File: src/rtl/vid_out_pkg.sv
package vid_out_pkg;

  // ****************************************
  // sample formats
  // ****************************************
  localparam logic [7:0] LUMA_MIN      = 8'h10;  // lowest luma code
  localparam logic [7:0] CODE_MAX      = 8'hFF;  // top code, luma and chroma
  localparam logic [7:0] WHITE_PEAK    = 8'hF8;  // gain cut above this code

  // ****************************************
  // line timing, gain and buffer depth
  // ****************************************
  localparam int         CLK_HZ        = 20000000;
  localparam int         LINE_TIME_NS  = 64000;  // free-run line period
  localparam int         LINE_CYCLES   = (LINE_TIME_NS / 1000) * (CLK_HZ / 1000000);
  localparam int         CNT_W         = 12;
  localparam logic [CNT_W-1:0] SYNC_BEGIN_RST = 12'h000;
  localparam logic [CNT_W-1:0] SYNC_END_RST   = 12'h05C;
  localparam logic [CNT_W-1:0] LINE_LAST_RST  = 12'h4FF;
  localparam logic [7:0] GAIN_RST      = 8'h80;  // unity gain code
  localparam logic [7:0] GAIN_MIN      = 8'h01;
  localparam int         BUF_DEPTH     = 2;

  // ****************************************
  // carriers
  // ****************************************
  typedef struct packed {
    logic [7:0] luma;
    logic [7:0] chroma;
  } pixel_s;

  typedef struct packed {
    logic       valid;
    logic       isRed;    // chroma phase of input sample
    logic [7:0] luma;
    logic [7:0] cb;
    logic [7:0] cr;
  } sample_s;

  typedef enum logic [2:0] {
    ST_RESET = 3'b001,
    ST_RUN   = 3'b010,
    ST_SYNC  = 3'b100
  } out_state_e;

endpackage

File: src/rtl/video_out_port.sv
`timescale 1ns/100ps
// Function
// - chroma alternates blue and red, 4:2:2
// - every line starts with blue chroma
// - chroma unsigned, full 0 to 255
// - luma unsigned, clamped 16 to 255
// - peak enable: cut gain above 248
// - peak disabled: saturate at 255
// - all pins except the reset synchronous to master clock
// - asynchronous reset initialises all state
// - valid high exactly when buses valid
// - valid tri-stated after any reset
// - line sync on detected horizontal sync
// - line sync free-runs without video
// - programmable sync begin and end
// - line sync tri-stated after reset
module video_out_port
  import vid_out_pkg::*;
#(
  parameter int DEPTH = BUF_DEPTH  // output buffer entries
)(
  input  wire logic             ref_clk,          // master clock
  input  wire logic             rst_n,            // async reset, active low
  input  wire logic             softReset,        // software reset pulse
  input  wire sample_s          sampleIn,         // decoded sample stream
  output logic                  sampleReady,      // buffer can take a sample
  input  wire logic             lineStart,        // detected horizontal sync
  input  wire logic             videoPresent,     // input video detected
  input  wire logic [CNT_W-1:0] syncBegin,        // sync start, clocks
  input  wire logic [CNT_W-1:0] syncEnd,          // sync end, clocks
  input  wire logic [CNT_W-1:0] lineLast,         // free-run line length - 1
  input  wire logic             white_peak_limit_enable, // white peak enable
  input  wire logic [7:0]       adcCode,          // raw converter code
  output logic [7:0]            ampGain,          // video amplifier gain
  input  wire logic             sinkReady,        // receiver accepts word
  output logic [7:0]            lumaOut,          // luma bus
  output logic [7:0]            chroma_out_bus,   // chroma bus
  output logic                  sample_valid_out, // sample-valid pin level
  output logic                  sampleValidOe_n,  // sample-valid enable, low drives
  output logic                  lineSyncOut,      // line sync pin level
  output logic                  lineSyncOe_n      // line sync enable, low drives
);

  // refuse depths that the one-bit pointers cannot serve
  if (DEPTH != 2)
  begin : g_bad_depth
    $error("video_out_port: only a two-entry buffer is supported");
  end

  // ****************************************
  // reset and output state
  // ****************************************
  out_state_e state_r;
  out_state_e state_nxt;
  logic       running;
  logic       lineRef;      // detected or free-run line start

  // leave reset state only on the first line reference
  always_comb
  begin
    case (state_r)
      ST_RESET: state_nxt = lineRef ? ST_RUN : ST_RESET;
      ST_RUN:   state_nxt = ST_RUN;
      ST_SYNC:  state_nxt = ST_RUN;
      default:  state_nxt = ST_RESET;
    endcase
    if (softReset)
      state_nxt = ST_RESET;
  end

  // state register, back to reset on the reset pin
  always_ff @(posedge ref_clk or negedge rst_n)
  begin
    if (!rst_n)
      state_r <= ST_RESET;
    else
      state_r <= state_nxt;
  end

  // pins are driven only once a line reference has been seen
  assign running = (state_r != ST_RESET);

  // ****************************************
  // line timing
  // ****************************************
  logic [CNT_W-1:0] lineCnt_r;
  logic [CNT_W-1:0] lineCnt_nxt;
  logic             freeWrap;
  logic             afterBegin;
  logic             beforeEnd;
  logic             syncOn_r;
  logic             syncOn_nxt;

  // free-run wrap when video absent, else detected sync restarts the line
  assign freeWrap    = !videoPresent && (lineCnt_r == lineLast);
  assign lineRef     = (videoPresent && lineStart) || freeWrap;
  assign lineCnt_nxt = lineRef ? '0 : lineCnt_r + 1'b1;
  // pulse spans begin to end, both counted in master clocks
  assign afterBegin  = (lineCnt_nxt >= syncBegin);
  assign beforeEnd   = (lineCnt_nxt < syncEnd);
  assign syncOn_nxt  = running && afterBegin && beforeEnd;

  // line counter and registered sync level, cleared by soft reset
  always_ff @(posedge ref_clk or negedge rst_n)
  begin
    if (!rst_n)
    begin
      lineCnt_r <= '0;
      syncOn_r  <= 1'b0;
    end
    else
    begin
      lineCnt_r <= softReset ? '0 : lineCnt_nxt;
      syncOn_r  <= softReset ? 1'b0 : syncOn_nxt;
    end
  end

  // sync pin level and its release while in reset
  assign lineSyncOut  = syncOn_r;
  assign lineSyncOe_n = !running;

  // ****************************************
  // white peak gain control
  // ****************************************
  logic [7:0] gain_r;
  logic [7:0] gain_nxt;
  logic       peakHit;

  // enabled: step gain down while the code exceeds the peak threshold
  assign peakHit  = white_peak_limit_enable && (adcCode > WHITE_PEAK);
  // disabled: gain is forced back to unity, converter saturates at its top code
  assign gain_nxt = !white_peak_limit_enable ? GAIN_RST :
                    (peakHit && gain_r > GAIN_MIN) ? gain_r - 1'b1 : gain_r;

  // gain register, unity after reset
  always_ff @(posedge ref_clk or negedge rst_n)
  begin
    if (!rst_n)
      gain_r <= GAIN_RST;
    else
      gain_r <= gain_nxt;
  end

  // gain leaves straight from its register
  assign ampGain = gain_r;

  // ****************************************
  // chroma phase and sample formatting
  // ****************************************
  logic       redPhase_r;
  logic       takeIn;
  pixel_s     pixIn;
  logic [7:0] lumaClamp;

  // take a sample only when running and the buffer has room
  assign takeIn    = sampleIn.valid && sampleReady && running;
  assign lumaClamp = (sampleIn.luma < LUMA_MIN) ? LUMA_MIN : sampleIn.luma;
  assign pixIn.luma   = lumaClamp;
  // chroma passes the full unsigned range untouched
  assign pixIn.chroma = redPhase_r ? sampleIn.cr : sampleIn.cb;

  // phase toggles per taken sample, forced to blue at each line start
  always_ff @(posedge ref_clk or negedge rst_n)
  begin
    if (!rst_n)
      redPhase_r <= 1'b0;
    else if (lineRef || softReset)
      redPhase_r <= 1'b0;
    else if (takeIn)
      redPhase_r <= !redPhase_r;
  end

  // ****************************************
  // two-entry output buffer
  // ****************************************
  pixel_s    mem_r [DEPTH];
  logic      wrPtr_r;
  logic      rdPtr_r;
  logic [1:0] count_r;
  logic      popOut;
  logic      outValid_r;
  pixel_s    outData_r;
  logic      loadOut;

  // room while not full, move a word out when the register is free
  assign sampleReady = (count_r != 2'(DEPTH));
  assign loadOut     = (count_r != 2'h0) && (!outValid_r || sinkReady);
  assign popOut      = loadOut;

  // one storage word per entry, written at the write pointer
  genvar gi;
  generate
    for (gi = 0; gi < DEPTH; gi++)
    begin : g_entry
      always_ff @(posedge ref_clk or negedge rst_n)
      begin
        if (!rst_n)
          mem_r[gi] <= '0;
        else if (takeIn && (wrPtr_r == 1'(gi)))
          mem_r[gi] <= pixIn;
      end
    end
  endgenerate

  // pointers and fill level, flushed by soft reset
  always_ff @(posedge ref_clk or negedge rst_n)
  begin
    if (!rst_n)
    begin
      wrPtr_r <= 1'b0;
      rdPtr_r <= 1'b0;
      count_r <= 2'h0;
    end
    else if (softReset)
    begin
      wrPtr_r <= 1'b0;
      rdPtr_r <= 1'b0;
      count_r <= 2'h0;
    end
    else
    begin
      wrPtr_r <= wrPtr_r ^ takeIn;
      rdPtr_r <= rdPtr_r ^ popOut;
      count_r <= count_r + {1'b0, takeIn} - {1'b0, popOut};
    end
  end

  // output register, valid held until receiver accepts
  always_ff @(posedge ref_clk or negedge rst_n)
  begin
    if (!rst_n)
    begin
      outValid_r <= 1'b0;
      outData_r  <= '0;
    end
    else if (softReset)
      outValid_r <= 1'b0;
    else if (loadOut)
    begin
      outValid_r <= 1'b1;
      outData_r  <= mem_r[rdPtr_r];
    end
    else if (sinkReady)
      outValid_r <= 1'b0;
  end

  // data and valid pins from the output register
  assign lumaOut          = outData_r.luma;
  assign chroma_out_bus   = outData_r.chroma;
  assign sample_valid_out = outValid_r;
  assign sampleValidOe_n  = !running;

  // ****************************************
  // checks
  // ****************************************
  luma_range_a: assert property (@(posedge ref_clk) disable iff (!rst_n)
    outValid_r |-> (lumaOut >= LUMA_MIN))
    else $error("luma below floor");

  blue_first_a: assert property (@(posedge ref_clk) disable iff (!rst_n)
    lineRef |=> !redPhase_r)
    else $error("line did not restart on blue");

  chroma_alt_a: assert property (@(posedge ref_clk) disable iff (!rst_n)
    (takeIn && !lineRef && !softReset) |=> (redPhase_r != $past(redPhase_r)))
    else $error("chroma phase did not alternate");

  peak_cut_a: assert property (@(posedge ref_clk) disable iff (!rst_n)
    (peakHit && gain_r > GAIN_MIN) |=> (gain_r == $past(gain_r) - 8'h01))
    else $error("gain not reduced at white peak");

  peak_off_a: assert property (@(posedge ref_clk) disable iff (!rst_n)
    !white_peak_limit_enable |=> (ampGain == GAIN_RST))
    else $error("gain changed with peak limit off");

  valid_hiz_a: assert property (@(posedge ref_clk) disable iff (!rst_n)
    softReset |=> (sampleValidOe_n && !sample_valid_out))
    else $error("valid driven after soft reset");

  sync_hiz_a: assert property (@(posedge ref_clk) disable iff (!rst_n)
    !running |-> (lineSyncOe_n && !lineSyncOut))
    else $error("line sync driven in reset");

  free_run_a: assert property (@(posedge ref_clk) disable iff (!rst_n)
    (freeWrap && !softReset) |=> (lineCnt_r == '0))
    else $error("free-run counter did not wrap");

  sync_pos_a: assert property (@(posedge ref_clk) disable iff (!rst_n)
    (running && !softReset && lineCnt_nxt == syncBegin && syncBegin < syncEnd)
      |=> lineSyncOut)
    else $error("sync did not start at begin");

  valid_hold_a: assert property (@(posedge ref_clk) disable iff (!rst_n)
    (outValid_r && !sinkReady && !softReset) |=> (outValid_r && $stable(outData_r)))
    else $error("valid word dropped under stall");

  count_bound_a: assert property (@(posedge ref_clk) disable iff (!rst_n)
    count_r <= 2'(DEPTH))
    else $error("buffer fill above depth");

  load_valid_a: assert property (@(posedge ref_clk) disable iff (!rst_n)
    (loadOut && !softReset) |=> outValid_r)
    else $error("loaded word not flagged valid");

  valid_drop_a: assert property (@(posedge ref_clk) disable iff (!rst_n)
    (outValid_r && sinkReady && count_r == 2'h0 && !softReset) |=> !outValid_r)
    else $error("valid left high with no word");

  valid_off_a: assert property (@(posedge ref_clk) disable iff (!rst_n)
    !running |-> (sampleValidOe_n && !sample_valid_out))
    else $error("valid driven in reset");

  gain_floor_a: assert property (@(posedge ref_clk) disable iff (!rst_n)
    ampGain >= GAIN_MIN)
    else $error("gain below floor");

  gain_hold_a: assert property (@(posedge ref_clk) disable iff (!rst_n)
    (white_peak_limit_enable && !peakHit) |=> $stable(gain_r))
    else $error("gain moved below the peak code");

  sync_end_a: assert property (@(posedge ref_clk) disable iff (!rst_n)
    (running && lineCnt_nxt == syncEnd) |=> !lineSyncOut)
    else $error("sync did not stop at end");

  line_zero_a: assert property (@(posedge ref_clk) disable iff (!rst_n)
    lineRef |=> (lineCnt_r == '0))
    else $error("line reference did not restart count");

  count_step_a: assert property (@(posedge ref_clk) disable iff (!rst_n)
    (!lineRef && !softReset) |=> (lineCnt_r == $past(lineCnt_r) + 1'b1))
    else $error("line count skipped a clock");

  run_enter_a: assert property (@(posedge ref_clk) disable iff (!rst_n)
    (lineRef && !softReset) |=> running)
    else $error("outputs not driven after line reference");

  soft_flush_a: assert property (@(posedge ref_clk) disable iff (!rst_n)
    softReset |=> (count_r == 2'h0 && !running))
    else $error("soft reset left state behind");

  state_onehot_a: assert property (@(posedge ref_clk) disable iff (!rst_n)
    $onehot(state_r))
    else $error("state code not one-hot");

endmodule // video_out_port

File: config.mk
export PLATFORM = sky130hd
export DESIGN_NAME = video_out_port
export DESIGN_NICKNAME = d
export VERILOG_FILES = /design/src/rtl/vid_out_pkg.sv /design/src/rtl/video_out_port.sv
export SDC_FILE = /design/constraint.sdc
export NUM_CORES = 1
export LEC_CHECK = 0
export ABC_AREA = 1
export BUFFER_PORTS_ARGS = -buffer_cell sky130_fd_sc_hd__buf_2
export CAP_MARGIN = 10
export CORE_ASPECT_RATIO = 1.75
export CORE_MARGIN = 1
export CORE_UTILIZATION = 45
export CTS_BUF_LIST = sky130_fd_sc_hd__clkbuf_2
export DETAILED_ROUTE_END_ITERATION = 10
export GPL_TIMING_DRIVEN = 1
export PLACE_DENSITY = 0.77
export SYNTH_ARGS = -nofsm -noshare
export SYNTH_HDL_FRONTEND = slang
export SYNTH_SLANG_ARGS = --single-unit
File: constraint.sdc
create_clock -name ref_clk -period 2.95 [get_ports ref_clk]
set_input_delay 0.1475 -clock ref_clk [delete_from_list [all_inputs] [get_ports ref_clk]]
set_output_delay 0.1475 -clock ref_clk [all_outputs]
set_load 0.005 [all_outputs]
# Word level (Yosys, flattened, before mapping)
# Cells that the tools add are included.
[totals]
reg_bits = 78
input_bits = 77
wordCells = 81
[classes]
addsub = 4
n_lt_le_gt_ge = 6
eq_ne = 7
muxes = 21
n_bitwise = 5
reduce_logical = 23
[ops]
columns = ["operator", "count"]
rows = [
  ["$mux 16", 3],
  ["$mux 8", 4],
  ["$mux 12", 2],
  ["$add 12x1->12 const B", 1],
  ["$eq 12x12->1", 1],
  ["$ge 12x12->1", 1],
  ["$lt 12x12->1", 1],
  ["$logic_and 1x1->1", 11],
  ["$gt 8x1->1 const B", 1],
  ["$gt 8x8->1 const B", 1],
  ["$lt 8x5->1 const B", 1],
  ["$mux 1", 8],
  ["$sub 8x1->8 const B", 1],
  ["$mux 2", 3],
  ["$logic_not 1->1", 4],
  ["$pmux 2 s2", 1],
  ["$reduce_bool 2->1", 2],
  ["$eq 3x1->1 const B", 1],
  ["$eq 3x2->1 const B", 1],
  ["$eq 3x3->1 const B", 1],
  ["$logic_or 1x1->1", 3],
  ["$ne 3x1->1 const B", 1],
  ["$reduce_bool 3->1", 1],
  ["$add 2x1->2", 1],
  ["9 further kinds", 11],
]

# Logic depth before layout (Yosys ltp)
# Gate-level depths: netlist of the first run.
[depth]
depth_word = 8
mapped_depth = 25
mapped_depth_nobuf = 24

# Worst setup path after synthesis of the first run
# No wires, ideal clock.
[synth_timing]
path_kind = "flip-flop to flip-flop"
from = "register lineCnt_r[5]"
to = "register syncOn_r (netlist: lineSyncOut)"
setup_time_ns = 0.120
arrival_time_ns = 2.283
required_ns = 2.830
setup_slack_ns = 0.547
stages_incl_launch_ff = 25
path_buffers = 1
synth_period_minus_slack_ns = 2.403
cell_sequence = "dfrtp_1 -> nand2_1 -> nand2_1 -> nor2_1 -> nand2_1 -> nor2_2 -> nand2_2 -> nand2_2 -> buf_2 -> nor2_1 -> ha_1 -> o21ai_0 -> nand2_1 -> nand2_1 -> nand2_1 -> nand2_1 -> nand2_1 -> a21boi_0 -> nand2_1 -> nand2_1 -> nand2_1 -> nand2_1 -> nand2_1 -> nand2_1 -> a21oi_2"
[synth_between]
elab_chain_len = 8
elab_cells_between_ends = 10
cone_classes = "1 x add/sub; 2 x order compare; 1 x eq/ne; 2 x mux; 4 x reduce/logical"
[synth_lines]
columns = ["element", "line_no", "source"]
rows = [
  ["start, declared", "video_out_port.sv:86", "logic [CNT_W-1:0] lineCnt_r;"],
  ["start signal, assigned", "video_out_port.sv:113", "lineCnt_r <= softReset ? '0 : lineCnt_nxt;"],
  ["branches (longest 3 deep; another with $add 12x1->12)", "-", ""],
  ["$mux 12 *", "video_out_port.sv:97", "assign lineCnt_nxt = lineRef ? '0 : lineCnt_r + 1'b1;"],
  ["$ge 12x12->1", "video_out_port.sv:99", "assign afterBegin = (lineCnt_nxt >= syncBegin);"],
  ["$logic_and 1x1->1", "video_out_port.sv:101", "assign syncOn_nxt = running && afterBegin && beforeEnd;"],
  ["$logic_and 1x1->1 *", "video_out_port.sv:101", ""],
  ["$mux 1 *", "video_out_port.sv:114", "syncOn_r <= softReset ? 1'b0 : syncOn_nxt;"],
  ["end signal, assigned", "video_out_port.sv:114", ""],
  ["end, declared", "video_out_port.sv:91", "logic syncOn_r;"],
]
# Mark *: on every way between the ends.
# A chain may end at the register's enable or synchronous reset.

# Worst setup path in the final report of the first run
[layout_timing]
from = "register lineCnt_r[2]"
to = "register syncOn_r (netlist: lineSyncOut)"
# The elaborated chain is that of the path after synthesis.

==> metrics.md, run 1 <==
| Metric | Value |
|---|---|
| Status | `finished clean` |
| Sequential fraction of the synthesis area | `44.1%` |
| Final min period | `2700 ps` |
| DP Area | `5010 um2` |
| Crit Reg-Reg Startpoint | `lineCnt_r[2]` |
| #FFs+latches synth | `77` |
| Tcrit/Tclk final | `91.6%` |
| Synth Flop Type | `dfrtp_1` |
| Hold crit path type | `in2reg` |
| Syn Nets | `657` |
| Met2 wire len | `5610 um` |
| Row cnt | `47` |
| Fin area | `5490 um2` |
| Worst hold margin | `79.3 ps` |
| Routed met1 length | `3960 um` |
| First-pass DRT Iterations | `4` |
| Final-report hold violation count | `0` |
| Nets@finish | `791` |
| R2R Path End | `lineSyncOut` |
| Die height | `132 um` |
| First-pass GRT wire length | `17300 um` |
| Hold Crit Start | `syncBegin[6]` |
| P&R area growth vs syn | `25.4%` |
| Setup TNS | `0 ps` |
| I/O pin cnt | `106` |
| CP delay by family, top | `simple AND/OR/NAND/NOR gates` |
| Power Density | `576 nW/um2` |
| CTS tree | `built` |
| Crit path cell chain | `inv_1 -> nor2_2 -> nand3_1 -> nor2_1 -> inv_1 -> nor2_2 -> nand3_1 -> o21ai_1 -> inv_1 -> nor3_2 -> ha_4 -> a2111oi_2 -> and3_1 -> nand2_1 -> a21oi_2` |
| Hold Path Depth | `8` |
| Routed vias | `4015` |
| Final HPWL DP | `7560 um` |
| Yosys top cell by area | `dfrtp_1` |
| Root Buffer | `clkbuf_2` |
| Worst Reg-to-Reg Cells | `15` |
| Async set-reset flop share out of synthesis | `100%` |
| Worst endpoint required time | `3420 ps` |
| Top layer reached by signal wires | `met4` |
| WS Path Type | `reg2reg` |
| Worst stage delay on the critical path | `460 ps` |
| Max Freq | `370 MHz` |
| RSZ-0062 raised after global routing | `no` |
| Layout cells sized above 1 | `21.5%` |
| Clock Sinks | `77` |
| Top cells by count, synth | `nand2_1 (117), inv_1 (78), dfrtp_1 (75), nor2_1 (70), o21ai_0 (55)` |
| Fin Clk Skew | `26.1 ps` |
| Core region area | `9470 um2` |
| Data arrival, critical path | `3180 ps` |
| Final core utilization | `58.0%` |
| Synth area leaders | `dfrtp_1 (43%), nand2_1 (10%), ha_1 (8.6%)` |
| Ys Warns | `0` |
| FF-to-FF setup slack | `250 ps` |
| Largest net degree at the start of global routing | `78` |
| Syn Std Cell Area | `4380 um2` |
| Clk buf depth | `2` |
| Max_cap viols | `0` |
| Initial antenna violation count | `1` |
| Worst-path clk slew | `230 ps` |
| Measured slew at the worst slew-check pin | `961 ps` |
| Instance count on the critical path | `15` |
| Clock Latency Late Sink | `540 ps` |
| Worst Setup EP | `lineSyncOut` |
| Most used standard cell by instance count after synthesis | `nand2_1` |
| Starting Density | `46.2%` |
| IO buf count | `104` |
| Routed length per instance | `12.5 um` |
| Setup Buffers After CTS | `0` |
| Slowest CP cell | `dfrtp_1` |
| Die area | `10100 um2` |
| Crit path buf inv count | `3` |
| Vias in the first global route | `4170` |
| Worst setup path start | `lineCnt_r[2]` |
| Most frequent CP cell | `inv_1` |
| Synth Instances | `550` |
| EDFF count, synth | `0` |
| Synth cell types | `40` |
| Total track usage | `21.2%` |
| Critical path peak fanout | `4` |
| Setup crit end kind | `flip-flop` |
| Max Slew Vio Count | `0` |
| H-tree depth | `3` |
| Grt ovf | `0` |
| Synthesized area per cell | `7.96 um2` |
| Final ANT Viol Nets | `0` |
| Final setup fails | `0` |
| Share of the synthesized area in the top cell type | `42.9%` |
| Die width | `76.6 um` |
| Max-slew headroom | `35.9%` |
| CTS buffer count | `9` |
| Final wirelength | `10200 um` |
| Residual DRC | `0` |
| Routed vias/inst | `4.94` |
| PnR Total Power | `3.16 mW` |
| Worst vdd ir | `0.654 mV` |
| Leakage | `2.91 nW` |
| DRT iter0 DRCs | `144` |
| CP Launch Type | `flip-flop` |
| Met3 wire len | `407 um` |
| Gpl congestion | `0.855` |
-- routing by layer --
layer,GRT usage [%],vias up
met3,4.28,21
met4,8.23,0
li1,-,2015
met5,0,-
met2,42.1,106
met1,21.0,1873
-- state kept, by name, indices dropped and copies added (netlist names), 2 cells and up --
name,flops
count_r,2
mem_r,32
state_r,2
chroma_out_bus,8
lineCnt_r,12
lumaOut,8
ampGain,8
-- worst reg2reg max path, stage by stage, from the launching register on --
cell       delay, ps
dfrtp_1          460
inv_1             80
nor2_2           140
nand3_1          120
nor2_1           100
inv_1             70
nor2_2           100
nand3_1          120
o21ai_1          140
inv_1             80
nor3_2           230
ha_4             270
a2111oi_2        370
and3_1           210
nand2_1           70
a21oi_2           90
-- area by class of cell --
type / count / area, um2
flip-flops and latches: 77 / 1930
repair buffers: 140 / 873
fillers: 835 / 3980
inverters: 84 / 317
clock inverters: 7 / 82.6
clock buffers: 9 / 45.0
multi-input cells: 372 / 2090
diodes: 1 / 2.50
well taps: 122 / 153
-- power by group --
part	internal [mW]	total [mW]	switching (mW)
sequential	1.34	1.49	0.151
combinational	0.493	1.05	0.560
clock	0.209	0.618	0.409
total	2.04	3.16	1.12
-- placed cells by master, fill, tap and decap left out, types with 4 or more instances in the layout --
cell / n
a21oi_1: 9
buf_2: 103
nand4_1: 4
nand2_1: 117
xor2_1: 5
dfrtp_1: 75
nor2_2: 5
clkbuf_2: 9
buf_4: 5
o21ai_0: 55
xnor2_1: 6
nor3_1: 8
inv_1: 78
nor2_1: 70
dlygate4sd3_1: 32
inv_2: 4
nand3_1: 10
mux2i_1: 8
ha_1: 29
o21a_1: 15
-- through the flow --
step,instances,setup WS [ps]
6_report,812,248
3_3_place_gp,763,292
4_1_cts,811,59.0
3_5_place_dp,763,113
5_1_grt,812,22.9
2_1_floorplan,550,547
-- how the worst min path moves through the flow --
stage | to
after floorplan | ampGain[0]
after global placement | mem_r[18]
after detailed placement | mem_r[2]
after CTS | lineCnt_r[6]
after global routing | lineCnt_r[6]
final | lineSyncOut
-- repair_timing --
item / in CTS / in global routing
hold buffers: 32 / 0
setup endpoints to repair: 0 / 1
resized for setup: 0 / 5
hold endpoints to repair: 127 / 0
-- kinds of logic (layout without fill, tap and decap cells) --
| logic type | count (synthesis) | count (layout) | synth area share, % |
|---|---|---|---|
| multiplexers | 8 | 8 | 1.83 |
| AO/OA/AOI/OAI | 97 | 97 | 13.0 |
| flip-flops | 77 | 77 | 44.1 |
| adder cells (fa/ha/maj) | 30 | 30 | 8.57 |
| AND/OR/NAND/NOR | 226 | 226 | 21.5 |
| XOR/XNOR | 11 | 11 | 2.20 |
| other | 0 | 1 | 0 |
| buffers and inverters | 101 | 240 | 8.80 |
Note: power is estimated with default switching activity, not from simulation.
==> inputs of run 2 (changes only) <==
ABC_AREA = unset   (was 1)
==> metrics.md, run 2 <==
| Metric | Value |
|---|---|
| Status | `finished clean (unchanged)` |
| Commonest non-fill, non-tap cells in the layout | `buf_2 (103), dfrtp_1 (73), nor2_1 (70) (was nand2_1 (117), buf_2 (103), inv_1 (78))` |
| Largest Register | `mem_r (unchanged)` |
| Fin Clk Skew | `28.4 ps (was 26.1 ps)` |
| DRT iter0 DRCs | `86 (was 144)` |
| Vias in the first global route | `3752 (was 4170)` |
| Data arrival, critical path | `3360 ps (was 3180 ps)` |
| Die width | `75.3 um (was 76.6 um)` |
| Fin area | `5370 um2 (was 5490 um2)` |
| CP Launch Type | `flip-flop (unchanged)` |
| WS Path Type | `reg2reg (unchanged)` |
| Row cnt | `46 (was 47)` |
| Setup TNS | `0 ps (unchanged)` |
| Worst setup path start | `lineCnt_r[7] (was lineCnt_r[2])` |
| Core region area | `9090 um2 (was 9470 um2)` |
| Measured slew at the worst slew-check pin | `956 ps (was 961 ps)` |
| Final std cells w/o fill | `706 (was 812)` |
| Hold crit path type | `in2reg (unchanged)` |
| Routed length per instance | `13.9 um (was 12.5 um)` |
| Hold Crit Start | `syncBegin[6] (unchanged)` |
| Placed Cells incl. Taps | `659 (was 763)` |
| CTS buffer count | `9 (unchanged)` |
| Setup crit end kind | `flip-flop (unchanged)` |
| Final-report hold violation count | `0 (unchanged)` |
| Crit Reg-Reg Startpoint | `lineCnt_r[7] (was lineCnt_r[2])` |
| Critical path peak fanout | `6 (was 4)` |
| Top Registers | `mem_r: 32 flops, lineCnt_r: 12 flops (unchanged)` |
| Sequential fraction of the synthesis area | `45.6% (was 44.1%)` |
| CTS tree | `built (unchanged)` |
| Worst-path clk slew | `200 ps (was 230 ps)` |
| Initial antenna violation count | `0 (was 1)` |
| Starting Density | `46.5% (was 46.2%)` |
| Grt ovf | `0 (unchanged)` |
| Top cells by count, synth | `dfrtp_1 (75), nor2_1 (70), inv_1 (40), a21oi_1 (39), ha_1 (30) (was nand2_1 (117), inv_1 (78), dfrtp_1 (75), nor2_1 (70), o21ai_0 (55))` |
| EDFF count, synth | `0 (unchanged)` |
| Synth Flop Type | `dfrtp_1 (unchanged)` |
| Gpl congestion | `0.956 (was 0.855)` |
| Nets@finish | `688 (was 791)` |
| Final HPWL DP | `7080 um (was 7560 um)` |
| Routed vias | `3608 (was 4015)` |
| Synthesized area per cell | `9.53 um2 (was 7.96 um2)` |
| Worst vdd ir | `0.447 mV (was 0.654 mV)` |
| Power Density | `573 nW/um2 (was 576 nW/um2)` |
| Most used standard cell by instance count after synthesis | `dfrtp_1 (was nand2_1)` |
| Async set-reset flop share out of synthesis | `100% (unchanged)` |
| Leakage | `2.68 nW (was 2.91 nW)` |
| Final ANT Viol Nets | `0 (unchanged)` |
| Final min period | `2930 ps (was 2700 ps)` |
| Tcrit/Tclk final | `99.3% (was 91.6%)` |
| Final wirelength | `9830 um (was 10200 um)` |
| Layout cells sized above 1 | `26.1% (was 21.5%)` |
| Final core utilization | `59.1% (was 58.0%)` |
| First-pass GRT wire length | `15600 um (was 17300 um)` |
| ANT cells | `0 (was 1)` |
| Root Buffer | `clkbuf_2 (unchanged)` |
| Synth cell types | `45 (was 40)` |
| Total track usage | `20.9% (was 21.2%)` |
| Share of the synthesized area in the top cell type | `44.4% (was 42.9%)` |
| Ys Warns | `0 (unchanged)` |
| Die area | `9810 um2 (was 10100 um2)` |
| Worst endpoint required time | `3380 ps (was 3420 ps)` |
| Largest net degree at the start of global routing | `78 (unchanged)` |
| Residual DRC | `0 (unchanged)` |
| First-pass DRT Iterations | `4 (unchanged)` |
| #FFs+latches synth | `77 (unchanged)` |
| Max-slew headroom | `36.2% (was 35.9%)` |
| Synth area leaders | `dfrtp_1 (44%), ha_1 (8.9%), nor2_1 (6.2%) (was dfrtp_1 (43%), nand2_1 (10%), ha_1 (8.6%))` |
| Routed vias/inst | `5.11 (was 4.94)` |
| Final setup fails | `0 (unchanged)` |
| Clock Latency Late Sink | `510 ps (was 540 ps)` |
| Synth Instances | `444 (was 550)` |
| Clk buf depth | `2 (unchanged)` |
| Yosys top cell by area | `dfrtp_1 (unchanged)` |
| IO buf count | `104 (unchanged)` |
| DP Area | `4910 um2 (was 5010 um2)` |
| Die height | `130 um (was 132 um)` |
| Max_cap viols | `0 (unchanged)` |
| Syn Nets | `551 (was 657)` |
| H-tree depth | `3 (unchanged)` |
| Max Slew Vio Count | `0 (unchanged)` |
| P&R area growth vs syn | `26.9% (was 25.4%)` |
| Max Freq | `341 MHz (was 370 MHz)` |
| Max FFs per register | `32 (unchanged)` |
| Clock Sinks | `77 (unchanged)` |
| Syn Std Cell Area | `4230 um2 (was 4380 um2)` |
| I/O pin cnt | `106 (unchanged)` |
| Commonest non-fill, non-tap cell in the layout | `buf_2 (was nand2_1)` |
==> run 2: kinds of logic after synthesis <==
| group | Yosys count | share of synthesized area, % |
|---|---|---|
| XOR/XNOR | 33 | 6.83 |
| buffers and inverters | 60 | 5.41 |
| multiplexers | 30 | 7.27 |
| AND/OR/NAND/NOR | 141 | 15.5 |
| adder cells (fa/ha/maj) | 30 | 8.87 |
| AO/OA/AOI/OAI | 73 | 10.5 |
| flip-flops | 77 | 45.6 |
==> run 2: cell type report <==
cell class	count	area [um2]
flip-flops and latches	77	1930
fillers	794	3720
well taps	120	150
inverters	40	150
multi-input cells	307	2140
clock inverters	5	27.5
repair buffers	146	911
clock buffers	11	55.1
==> run 2: final timing paths <==
kind | end | slack (ps) | depth (start not counted)
max | lineSyncOut | 20 | 12
min | lineSyncOut | 120 | 5
max reg2reg | lineSyncOut | 20 | 12
min reg2reg | lineCnt_r[0] | 530 | 1
max in group asynchronous | lineCnt_r[0] | 1960 | 2
min in group asynchronous | ampGain[0] | 280 | 2
==> run 2: critical path, stage by stage (launching register included) <==
cell,delay (ps)
dfrtp_1,440
xor2_1,170
nor4_1,330
nand4_1,220
nand2_1,140
buf_4,150
nor2_1,80
ha_1,290
o21ai_1,90
o31ai_1,380
a21oi_1,120
o31a_1,260
a211oi_2,180
==> run 2: per-layer routing <==
metal | GRT usage (%) | share of wire, % | vias to the layer above
met4 | 9.48 | 2.1 | 0
met3 | 3.78 | 3.7 | 19
li1 | - | - | 1781
met5 | 0 | 0 | -
met1 | 20.4 | 39 | 1697
met2 | 40.5 | 55 | 111
==> run 2: stage by stage <==
stage | total power [mW] | worst slack [ps] | hold WS (ps)
after global placement | 2.53 | 125 | 345
after detailed placement | 2.59 | 8.24 | 359
after global routing | 3.33 | -129 | 103
final | 3.08 | 20.9 | 117
after floorplan | 2.22 | 12.4 | -148
after CTS | 3.09 | 23.3 | 90.1
==> run 2: what timing repair did <==
action	in CTS	in global routing
hold buffers	29	0
setup buffers	0	2
hold endpoints to repair	123	0
pin swaps	0	8
setup endpoints to repair	1	1
gates resized for setup	1	19
==> run 2: power breakdown <==
part	internal (mW)	leakage [nW]	total, mW	switching (mW)
Clock	0.111	0.0547	0.463	0.352
Sequential	1.39	0.940	1.61	0.220
Combinational	0.514	1.69	0.998	0.484
Total	2.02	2.68	3.08	1.06
